[config.mk]
export PLATFORM = sky130hd
export DESIGN_NAME = ptac_top
export DESIGN_NICKNAME = d
export VERILOG_FILES = /design/src/hdl/ptac_pkg.sv /design/src/hdl/ptac_out_if.sv /design/src/hdl/ptac_out_stage.sv /design/src/hdl/ptac_top.sv
export VERILOG_INCLUDE_DIRS = /design/src /design/src/hdl
export SDC_FILE = /design/constraint.sdc
export NUM_CORES = 1
export LEC_CHECK = 0
export ABC_AREA = 1
export ABC_CLOCK_PERIOD_IN_PS = 1700
export BUFFER_PORTS_ARGS = -buffer_cell sky130_fd_sc_hd__buf_2
export CAP_MARGIN = 20
export CORE_MARGIN = 4
export CORE_UTILIZATION = 30
export DETAILED_ROUTE_END_ITERATION = 12
export GPL_ROUTABILITY_DRIVEN = 0
export PLACE_DENSITY_LB_ADDON = 0.25
export SLEW_MARGIN = 40
export SYNTH_ARGS = -nofsm -noshare
export SYNTH_HDL_FRONTEND = slang
export SYNTH_HIERARCHICAL = 1
export SYNTH_SLANG_ARGS = --single-unit
[constraint.sdc]
create_clock -name clk_i -period 1.7 [get_ports clk_i]
set_input_delay 0.17 -clock clk_i [delete_from_list [all_inputs] [get_ports clk_i]]
set_output_delay 0.17 -clock clk_i [all_outputs]
set_load 0.03 [all_outputs]
[src/hdl/ptac_consts.svh]
`ifndef PTAC_CONSTS_SVH
`define PTAC_CONSTS_SVH

// register byte offsets
`define PTAC_OFS_ACTION 5'h00
`define PTAC_OFS_INT_EN 5'h04
`define PTAC_OFS_FLAGS 5'h08
`define PTAC_OFS_CLEAR 5'h0C
`define PTAC_OFS_SRC_SEL 5'h10

// field positions
`define PTAC_ACT_A_LSB 0
`define PTAC_ACT_B_LSB 2
`define PTAC_FLG_INT 0
`define PTAC_FLG_CBC 1
`define PTAC_FLG_OST 2
`define PTAC_EN_CBC 1
`define PTAC_EN_OST 2
`define PTAC_SEL_CBC_LSB 0
`define PTAC_SEL_OST_LSB 8

// widths
`define PTAC_NUM_TRIP 6
`define PTAC_ADR_W 5

// reset values
`define PTAC_RST_ACTION 4'h0
`define PTAC_RST_INT_EN 2'h0
`define PTAC_RST_SEL 6'h00

`endif

[src/hdl/ptac_pkg.sv]
package ptac_pkg;

    typedef enum logic [1:0] {
        PTAC_ACT_HIZ = 2'h0,
        PTAC_ACT_HIGH = 2'h1,
        PTAC_ACT_LOW = 2'h2,
        PTAC_ACT_NONE = 2'h3
    } ptac_action_t;

    typedef logic [5:0] ptac_trip_vec_t;

endpackage

[src/hdl/ptac_out_if.sv]
`timescale 1ns/1ps
`default_nettype none

interface ptac_out_if;
    import ptac_pkg::*;
    ptac_action_t action;
    logic trip;
    logic pwm_in;
    logic pin;
    logic oe;

    modport core (output action, output trip, output pwm_in, input pin, input oe);
    modport stage (input action, input trip, input pwm_in, output pin, output oe);
endinterface

`default_nettype wire

[src/hdl/ptac_out_stage.sv]
`timescale 1ns/1ps
`default_nettype none

module ptac_out_stage (
    input wire logic clk_i,
    input wire logic rst_i,
    ptac_out_if.stage port_io
);
    import ptac_pkg::*;

    logic pin_r, pin_nxt;
    logic oe_r, oe_nxt;

    always_comb begin
        pin_nxt = port_io.pwm_in;
        oe_nxt = 1'b1;
        if (port_io.trip) begin
            unique case (port_io.action)
                PTAC_ACT_HIZ: begin
                    // pin is driven low while released
                    pin_nxt = 1'b0;
                    oe_nxt = 1'b0;
                end
                PTAC_ACT_HIGH: pin_nxt = 1'b1;
                PTAC_ACT_LOW: pin_nxt = 1'b0;
                PTAC_ACT_NONE: pin_nxt = port_io.pwm_in;
            endcase
        end
    end

    always_ff @(posedge clk_i) begin
        if (rst_i) begin
            pin_r <= 1'b0;
            oe_r <= 1'b1;
        end else begin
            pin_r <= pin_nxt;
            oe_r <= oe_nxt;
        end
    end

    assign port_io.pin = pin_r;
    assign port_io.oe = oe_r;
endmodule // ptac_out_stage

`default_nettype wire

[src/hdl/ptac_top.sv]
// Our own choices: the register offsets and the Wishbone interface to the registers.
`include "ptac_consts.svh"
`timescale 1ns/1ps
`default_nettype none

module ptac_top (
    // clock and reset
    input wire logic clk_i,
    input wire logic rst_i,
    // wishbone slave
    input wire logic wb_cyc_i,
    input wire logic wb_stb_i,
    input wire logic wb_we_i,
    input wire logic [`PTAC_ADR_W-1:0] wb_adr_i,
    input wire logic [3:0] wb_sel_i,
    input wire logic [31:0] wb_dat_i,
    output logic [31:0] wb_dat_o,
    output logic wb_ack_o,
    // fault inputs, active low
    input wire ptac_pkg::ptac_trip_vec_t trip_n_i,
    // time-base counter at zero
    input wire logic tb_zero_i,
    // pwm from the action stage
    input wire logic pwm_a_i,
    input wire logic pwm_b_i,
    // pwm pins
    output logic pwm_out_a_o,
    output logic pwm_out_a_oe_o,
    output logic pwm_out_b_o,
    output logic pwm_out_b_oe_o,
    // trip interrupt, one-cycle pulse
    output logic trip_interrupt_o
);
    import ptac_pkg::*;

    // byte-lane merge for a 16-bit register; upper bus lanes are ignored
    function automatic logic [15:0] lane_wr(input logic [15:0] old_v,
                                            input logic [31:0] dat,
                                            input logic [3:0] sel);
        logic [15:0] v;
        v = old_v;
        if (sel[0]) v[7:0] = dat[7:0];
        if (sel[1]) v[15:8] = dat[15:8];
        return v;
    endfunction

    // true when any asserted fault input is enabled in the given selection
    function automatic logic src_hit(input ptac_trip_vec_t act,
                                     input ptac_trip_vec_t sel);
        return |(act & sel);
    endfunction

    // bus state
    logic ack_r, ack_nxt;
    logic [31:0] dat_r, dat_nxt;
    logic bus_req;
    logic wr_stb;
    logic [15:0] wr_word;
    logic [15:0] flags_word;

    // configuration
    logic [3:0] action_r, action_nxt;
    logic [1:0] int_en_r, int_en_nxt;
    ptac_trip_vec_t cbc_sel_r, cbc_sel_nxt;
    ptac_trip_vec_t ost_sel_r, ost_sel_nxt;

    // trip state
    ptac_trip_vec_t flt_act;
    logic ost_hit;
    logic cbc_hit;
    logic [2:0] clr_vec;
    logic ost_flg_r, ost_flg_nxt;
    logic cbc_flg_r, cbc_flg_nxt;
    logic int_flg_r, int_flg_nxt;
    logic cbc_trip_r, cbc_trip_nxt;
    logic irq_r, irq_nxt;
    logic irq_req;
    logic trip_any;

    // output stages
    ptac_out_if if_a();
    ptac_out_if if_b();

    assign bus_req = wb_cyc_i & wb_stb_i;
    // a write lands at the edge where the master sees ack high
    assign wr_stb = bus_req & wb_we_i & ack_r;

    // ---------------- configuration registers ----------------
    always_comb begin
        wr_word = 16'h0000;
        action_nxt = action_r;
        int_en_nxt = int_en_r;
        cbc_sel_nxt = cbc_sel_r;
        ost_sel_nxt = ost_sel_r;
        if (wr_stb) begin
            unique case (wb_adr_i)
                `PTAC_OFS_ACTION: begin
                    wr_word = lane_wr({12'h000, action_r}, wb_dat_i, wb_sel_i);
                    action_nxt = wr_word[3:0];
                end
                `PTAC_OFS_INT_EN: begin
                    wr_word = lane_wr({13'h0000, int_en_r, 1'b0}, wb_dat_i, wb_sel_i);
                    int_en_nxt[1] = wr_word[`PTAC_EN_OST];
                    int_en_nxt[0] = wr_word[`PTAC_EN_CBC];
                end
                `PTAC_OFS_SRC_SEL: begin
                    wr_word = lane_wr({2'b00, ost_sel_r, 2'b00, cbc_sel_r},
                                      wb_dat_i, wb_sel_i);
                    cbc_sel_nxt = wr_word[`PTAC_SEL_CBC_LSB +: 6];
                    ost_sel_nxt = wr_word[`PTAC_SEL_OST_LSB +: 6];
                end
                default: begin
                    // flags are read-only and clear is handled below
                    wr_word = 16'h0000;
                end
            endcase
        end
    end

    always_ff @(posedge clk_i) begin
        if (rst_i) begin
            action_r <= `PTAC_RST_ACTION;
            int_en_r <= `PTAC_RST_INT_EN;
            cbc_sel_r <= `PTAC_RST_SEL;
            ost_sel_r <= `PTAC_RST_SEL;
        end else begin
            action_r <= action_nxt;
            int_en_r <= int_en_nxt;
            cbc_sel_r <= cbc_sel_nxt;
            ost_sel_r <= ost_sel_nxt;
        end
    end

    // ---------------- trip flags and interrupt ----------------
    always_comb begin
        flt_act = ~trip_n_i;
        ost_hit = src_hit(flt_act, ost_sel_r);
        cbc_hit = src_hit(flt_act, cbc_sel_r);
        clr_vec = 3'h0;
        if (wr_stb && (wb_adr_i == `PTAC_OFS_CLEAR) && wb_sel_i[0]) begin
            clr_vec = wb_dat_i[2:0];
        end
        // set wins over clear so a trip in the clear cycle is not lost
        ost_flg_nxt = ost_hit | (ost_flg_r & ~clr_vec[`PTAC_FLG_OST]);
        cbc_flg_nxt = cbc_hit | (cbc_flg_r & ~clr_vec[`PTAC_FLG_CBC]);
        // the pin condition ignores the flag clear and waits for zero
        cbc_trip_nxt = cbc_trip_r;
        if (cbc_hit) begin
            cbc_trip_nxt = 1'b1;
        end else if (tb_zero_i) begin
            cbc_trip_nxt = 1'b0;
        end
        irq_req = (ost_flg_r & int_en_r[1])
                | (cbc_flg_r & int_en_r[0]);
        // the latched flag blocks further pulses until software clears it
        irq_nxt = irq_req & ~int_flg_r;
        int_flg_nxt = irq_nxt | (int_flg_r & ~clr_vec[`PTAC_FLG_INT]);
        trip_any = ost_hit | ost_flg_r | cbc_hit | cbc_trip_r;
    end

    always_ff @(posedge clk_i) begin
        if (rst_i) begin
            ost_flg_r <= 1'b0;
            cbc_flg_r <= 1'b0;
            int_flg_r <= 1'b0;
            cbc_trip_r <= 1'b0;
            irq_r <= 1'b0;
        end else begin
            ost_flg_r <= ost_flg_nxt;
            cbc_flg_r <= cbc_flg_nxt;
            int_flg_r <= int_flg_nxt;
            cbc_trip_r <= cbc_trip_nxt;
            irq_r <= irq_nxt;
        end
    end

    // ---------------- bus read and acknowledge ----------------
    always_comb begin
        flags_word = 16'h0000;
        flags_word[`PTAC_FLG_OST] = ost_flg_r;
        flags_word[`PTAC_FLG_CBC] = cbc_flg_r;
        flags_word[`PTAC_FLG_INT] = int_flg_r;
        // one wait state: ack rises the cycle after the request
        ack_nxt = bus_req & ~ack_r;
        dat_nxt = dat_r;
        if (bus_req && !ack_r && !wb_we_i) begin
            unique case (wb_adr_i)
                `PTAC_OFS_ACTION: begin
                    dat_nxt = {28'h0000000, action_r};
                end
                `PTAC_OFS_INT_EN: begin
                    dat_nxt = {29'h00000000, int_en_r, 1'b0};
                end
                `PTAC_OFS_FLAGS: begin
                    dat_nxt = {16'h0000, flags_word};
                end
                `PTAC_OFS_SRC_SEL: begin
                    dat_nxt = {18'h00000, ost_sel_r, 2'b00, cbc_sel_r};
                end
                default: begin
                    // clear register and holes read as zero
                    dat_nxt = 32'h00000000;
                end
            endcase
        end
    end

    always_ff @(posedge clk_i) begin
        if (rst_i) begin
            ack_r <= 1'b0;
            dat_r <= 32'h00000000;
        end else begin
            ack_r <= ack_nxt;
            dat_r <= dat_nxt;
        end
    end

    // ---------------- pin stages ----------------
    assign if_a.action = ptac_action_t'(action_r[`PTAC_ACT_A_LSB +: 2]);
    assign if_a.trip = trip_any;
    assign if_a.pwm_in = pwm_a_i;
    assign if_b.action = ptac_action_t'(action_r[`PTAC_ACT_B_LSB +: 2]);
    assign if_b.trip = trip_any;
    assign if_b.pwm_in = pwm_b_i;

    ptac_out_stage u_stage_a (
        .clk_i(clk_i),
        .rst_i(rst_i),
        .port_io(if_a.stage)
    );

    ptac_out_stage u_stage_b (
        .clk_i(clk_i),
        .rst_i(rst_i),
        .port_io(if_b.stage)
    );

    // ---------------- outputs, all from flip-flops ----------------
    assign wb_ack_o = ack_r;
    assign wb_dat_o = dat_r;
    assign trip_interrupt_o = irq_r;
    assign pwm_out_a_o = if_a.pin;
    assign pwm_out_a_oe_o = if_a.oe;
    assign pwm_out_b_o = if_b.pin;
    assign pwm_out_b_oe_o = if_b.oe;
endmodule // ptac_top

==> impl_metrics.json, run 1 <==
{
  "status": "completed",
  "fillers": 692,
  "whs_path_depth": 3,
  "avgSynthCellArea_um2": 7.36,
  "ctsLongestPathBuffers": 2,
  "fin_crit_sh_pct": 82.5,
  "finalHoldViolCount": 0,
  "fin_nets": 373,
  "dp_hpwl_mm": 3.68,
  "tns_ps": 0,
  "irDropWorstVdd_mv": 0.317,
  "viasPerCell": 4.42,
  "cts_buffers": 5,
  "final_common_cell": "nand2_1",
  "via_count": 1751,
  "total_leakage_power_nw": 1.04,
  "start_kind": "flip-flop",
  "final_layout_size_suffix_gt1_share_pct": 24.5,
  "cts.htree.levels": 2,
  "setup_viol": 0,
  "synth_cell_type_count": 30,
  "track_usage_pct": 12.3,
  "drc": 0,
  "wl_per_cell_um": 11.7,
  "cts.sinks": 40,
  "first_pass_iters": 4,
  "num_antenna_cells": 0,
  "worstPathRequired_ps": 1940,
  "worst_setup_path_end_kind": "flip-flop",
  "rsz0062_at_grt": "false",
  "grt_start_max_net_pins": 25,
  "clock_skew_ps": 12.2,
  "cap_violations": 0,
  "rows": 29,
  "die_h_um": 88.6,
  "post_dp_cell_area_mm2": 0.00221,
  "worstSkewPairLatency_ps": 290,
  "grt.overflow.total": 0,
  "ys_ff_latch": 40,
  "start_util_pct": 30.9,
  "period_minus_slack_ps": 1400,
  "netlist_top_cells_area": "dfxtp_1 (41%), nand2_1 (12%), buf_4 (8.1%), a21oi_1 (6.4%), inv_1 (5.4%)",
  "p_per_area_mw_per_mm2": 763,
  "synth_top_area_cell": "dfxtp_1",
  "io-pin-count": 93,
  "port_buffers": 50,
  "max_freq_ghz": 0.713,
  "syn_area_mm2": 0.00195,
  "synthCells": 265,
  "yosys_warnings": 6,
  "ctsHoldBuffers": 0,
  "finalPower_w": 0.00175,
  "grt_pass1_wl_mm": 7.47,
  "clkTransAtPathRegs_ps": 80,
  "cts_tree": "done",
  "cts_resized": 0,
  "postCtsSetupBuffers": 0,
  "criticalPathCategory": "reg2reg",
  "antenna_found_initial": 0,
  "syn_to_final_growth_pct": 17.6,
  "worst_ep_arrival_time_ps": 1640,
  "coreArea_mm2": 0.00631,
  "drtIter0Drc": 70,
  "grt_pass1_vias": 1567,
  "crit_path_max_fanout": 6,
  "dieArea_mm2": 0.00786,
  "layout_common_cells": "nand2_1 (60), buf_2 (50), dfxtp_1 (40)",
  "synthDominantCellAreaShare_pct": 41.1,
  "async_flop_share_pct": 0,
  "ys_seq_area_share_pct": 41.1,
  "synth-edff-count": 0,
  "ff2ff_path_depth": 8,
  "wl_mm": 4.63,
  "slew_viol_final": 0,
  "root_buffer": "clkbuf_8",
  "holdCritPathClass": "in2reg",
  "die_width_um": 88.6,
  "ys.flop_type": "dfxtp_1",
  "finalInstanceArea_mm2": 0.00229,
  "ant_nets": 0
}
## cells in the mapped netlist (2+ instances only)
cell type / n
nand2_1: 60
dfxtp_1: 40
inv_1: 28
a21oi_1: 25
nor2_1: 24
buf_4: 21
nand4_1: 12
o21ai_0: 12
o21ai_1: 7
nand3_1: 5
clkbuf_1: 3
inv_2: 3
o22ai_1: 3
clkinv_2: 2
nand2_2: 2
nor2_4: 2
nor2_8: 2
nor3_1: 2
## worst max-delay path: stages, from the launching register on
cell	delay, ps
dfxtp_1	330
inv_1	60
o22ai_1	60
nor2_1	160
nand3_1	150
nand3b_1	300
nand2_1	140
nand2_1	60
nor2_1	90
## where the power goes
part / internal, W / switching (W) / leakage (nW) / total (W)
Combinational: 0.0000456 / 0.000142 / 0.664 / 0.000188
Clock: 0.000286 / 0.000336 / 0.0479 / 0.000622
Sequential: 0.000940 / 0.00000160 / 0.323 / 0.000941
## layout make-up
cell class                      count  area [um2]  area share [%]
Clock buffer                        5        68.8            3.00
Timing Repair Buffer               53         273            11.9
Tap cell                           77        96.3            4.20
Multi-Input combinational cell    185         910            39.7
Inverter                           33         126            5.51
Clock inverter                      3        18.8           0.818
Sequential cell                    40         801            34.9
## kinds of logic after synthesis
group,after synthesis,share of synthesized area (%)
AOI/OAI and AO/OA,48,12.6
buffers and inverters,59,16.0
DFF,40,41.1
other,1,0.192
and+or+nand+nor,117,30.1
## worst paths after layout
path / endpoint / slack, ps / from
max reg2reg: u_stage_b/port_io.pin / 300 / ost_sel_r[2]
max: u_stage_b/port_io.pin / 300 / ost_sel_r[2]
min reg2reg: wb_dat_o[5] / 460 / cbc_sel_r[5]
min: u_stage_a/port_io.pin / 80 / pwm_a_i
## through the flow
stage               utilization [%]  hold WS [ps]  instances  setup WS [ps]
global placement               34.9           384        388            304
CTS                            36.3          79.3        396            289
detailed placement             34.9           385        388            309
global route                   36.3           103        396           81.8
floorplan                         -           247        284            310
finish                         36.3          80.9        396            297
## per-layer routing
layer	track usage, %	up-vias	wire length, um	part of all wire (%)
li1	-	920	-	-
met1	16.9	770	2170	47
met2	18.8	53	2080	45
met3	3.63	8	311	6.7
met4	3.57	0	65	1.4
met5	0	-	0	0
## flip-flops by register name, indices dropped and copies added (netlist names), 2 cells and up
register / count
wb_dat_o: 12
cbc_sel_r: 6
ost_sel_r: 6
action_r: 4
int_en_r: 2
Note: power is estimated with default switching activity, not from simulation.
==> run 2, diff against run 1 <==
- ABC_AREA: 1 -> 0
- ABC_CLOCK_PERIOD_IN_PS: 1700 -> 1200
- clock period: 1.7 -> 1.2 ns (I/O delays scaled with it)
==> run 2 against run 1 <==
Synthesized area is 0.51% lower. Clock skew fell by 4.4 ps. Sequential power rose by 41%. Via count fell by 3.3%. Non-clock buffer count grew 29. Flip-flop and latch count unchanged. Fmax is 11% higher. Setup slack got worse by 360 ps. Count of clock-buffer cells in the layout grew 1. Synthesized cell count fell by 16%. The run now ends with negative setup slack left. Hold slack lost 15 ps. Critical path type unchanged. Cell count fell by 4.8%.
==> impl_metrics.json, run 2 <==
{
  "via_count": 1693,
  "rsz0062_at_grt": "true",
  "worst_ep_arrival_time_ps": 1470,
  "grt_start_max_net_pins": 32,
  "criticalPathCategory": "reg2reg",
  "min_from": "wb_dat_i[8]",
  "fin_crit_sh_pct": 105,
  "start_util_pct": 30.7,
  "coreArea_mm2": 0.00631,
  "hold_slack_ps": 65.6,
  "antenna_found_initial": 0,
  "period_minus_slack_ps": 1260,
  "clkTransAtPathRegs_ps": 80,
  "synth_top_area_cell": "dfxtp_1",
  "ys_ff_latch": 40,
  "drc": 0,
  "layout_common_cells": "buf_2 (50), dfxtp_1 (36), buf_4 (27)",
  "start_kind": "flip-flop",
  "grt.overflow.total": 0,
  "rows": 29,
  "syn_area_mm2": 0.00194,
  "setup_slack_ps": -61.3,
  "fillers": 654,
  "slew_viol_final": 0,
  "viasPerCell": 4.49,
  "netlist_top_cells_area": "dfxtp_1 (41%), mux2i_1 (11%), buf_4 (8.1%), nor2_1 (4.8%), a21oi_1 (3.6%)",
  "worstReg2RegStart": "cbc_sel_r[0]",
  "syn_to_final_growth_pct": 36.8,
  "cts_buffers": 5,
  "whs_path_depth": 3,
  "clock_skew_ps": 7.75,
  "ant_nets": 0,
  "crit_path_max_fanout": 5,
  "die_h_um": 88.4,
  "first_pass_iters": 4,
  "io-pin-count": 93,
  "violations": "negative setup slack",
  "cts.sinks": 40,
  "max_freq_ghz": 0.793,
  "drtIter0Drc": 71,
  "final_common_cell": "buf_2",
  "yosysMostFrequentCell": "dfxtp_1",
  "irDropWorstVdd_mv": 0.652,
  "cts.htree.levels": 2,
  "wl_mm": 4.91,
  "synthDominantCellAreaShare_pct": 41.3,
  "synth_cell_type_count": 34,
  "worst_setup_path_end_kind": "flip-flop",
  "finalPower_w": 0.00261,
  "worstPathCellList": "inv_2 > o22ai_2 > nor3_2 > nand3_2 > a221oi_2",
  "port_buffers": 50,
  "num_antenna_cells": 0,
  "dieArea_mm2": 0.00782,
  "finalHoldViolCount": 0,
  "worstSkewPairLatency_ps": 290,
  "die_width_um": 88.4,
  "worstSetupStartpoint": "cbc_sel_r[0]",
  "synth-edff-count": 0,
  "ys.flop_type": "dfxtp_1",
  "cts_tree": "done",
  "worstPathRequired_ps": 1410,
  "status": "finished with violations",
  "cp-endpoint": "u_stage_b/port_io.pin",
  "dp_hpwl_mm": 3.78,
  "ctsLongestPathBuffers": 2,
  "grt_pass1_vias": 1697,
  "total_leakage_power_nw": 1.23,
  "track_usage_pct": 13.1,
  "largest_register_ffs": 12,
  "async_flop_share_pct": 0,
  "avgSynthCellArea_um2": 8.74,
  "ff2ff_path_depth": 5,
  "r2r_slack_ps": -60,
  "critical_path.max_stage_delay_ps": 330,
  "setup_viol": 11,
  "yosys-top-cells-count": "dfxtp_1 (40), nor2_1 (25), buf_4 (21), mux2i_1 (21), inv_1 (16)",
  "yosys_warnings": 6,
  "ys_seq_area_share_pct": 41.3,
  "wl_per_cell_um": 13.0,
  "cap_violations": 0,
  "root_buffer": "clkbuf_8",
  "p_per_area_mw_per_mm2": 985,
  "critPathSlowestCell": "dfxtp_2",
  "holdCritPathClass": "in2reg",
  "grt_pass1_wl_mm": 7.92,
  "ctsHoldBuffers": 0,
  "r2r_end": "u_stage_b/port_io.pin",
  "post-place-ws_ps": -120,
  "final_layout_size_suffix_gt1_share_pct": 42.3,
  "fin_nets": 354,
  "synthCells": 222
}
## run 2: layout make-up
class	count	area, um2	area share [%]
clock buffers	6	82.6	3.11
clock inverters	2	13.8	0.518
inverters	16	60.1	2.26
multi-input cells	154	1070	40.2
flip-flops and latches	40	808	30.4
well taps	77	96.3	3.63
repair buffers	82	527	19.8
## run 2: worst min-delay path by stage
stage | to | slack, ps
3_5_place_dp | ost_sel_r[4] | 360
4_1_cts | ost_sel_r[4] | 50
2_1_floorplan | u_stage_a/port_io.pin | 190
5_1_grt | cbc_sel_r[5] | 60
6_report | ost_sel_r[0] | 70
3_3_place_gp | ost_sel_r[3] | 350
## run 2: cells by family (layout without fill, tap and decap cells)
logic type             after synthesis  after routing  share of synthesized area (%)
DFF                                 40             40                           41.3
AOI/OAI and AO/OA                   34             34                           11.3
other                                1             20                          0.193
buffers and inverters               47            106                           14.4
muxes                               22             22                           11.4
and+or+nand+nor                     78             78                           21.5
## run 2: repair_timing
| item | in CTS | in global routing |
|---|---|---|
| buffers inserted | 4 | 1 |
| endpoints found under the hold margin | 0 | 0 |
| setup endpoints to repair | 22 | 36 |
| pin swaps | 13 | 18 |
| gates resized for setup | 10 | 22 |
| gates cloned | 1 | 0 |
## run 2: where the power goes
part	switching, W	internal (W)
registers	0.00000245	0.00133
clock network	0.000492	0.000470
logic	0.000217	0.000103
total	0.000711	0.00190
## run 2: worst max-delay path: cells and delay by family, from the launching register on
kind                   cells  cell delay (ps)
buffers and inverters      1               40
AO/OA/AOI/OAI              2              380
AND/OR/NAND/NOR            2              430
flip-flops                 1              330
## run 2: layer usage
layer | part of all wire (%) | vias to the layer above | global-route usage [%]
met2 | 48 | 54 | 22.0
met4 | 0.98 | 0 | 3.85
li1 | - | 875 | -
met5 | 0 | - | 0
met3 | 7.1 | 4 | 3.72
met1 | 44 | 760 | 16.4
## run 2: through the flow
stage          utilization (%)  cell area (um2)  TNS [ps]  std cells
2_1_floorplan                -             2070      -445        241
3_3_place_gp              38.1             2400     -1500        363
3_5_place_dp              38.1             2400     -1810        363
4_1_cts                   40.8             2570      -325        376
5_1_grt                   42.1             2660     -1710        377
6_report                  42.1             2660      -167        377
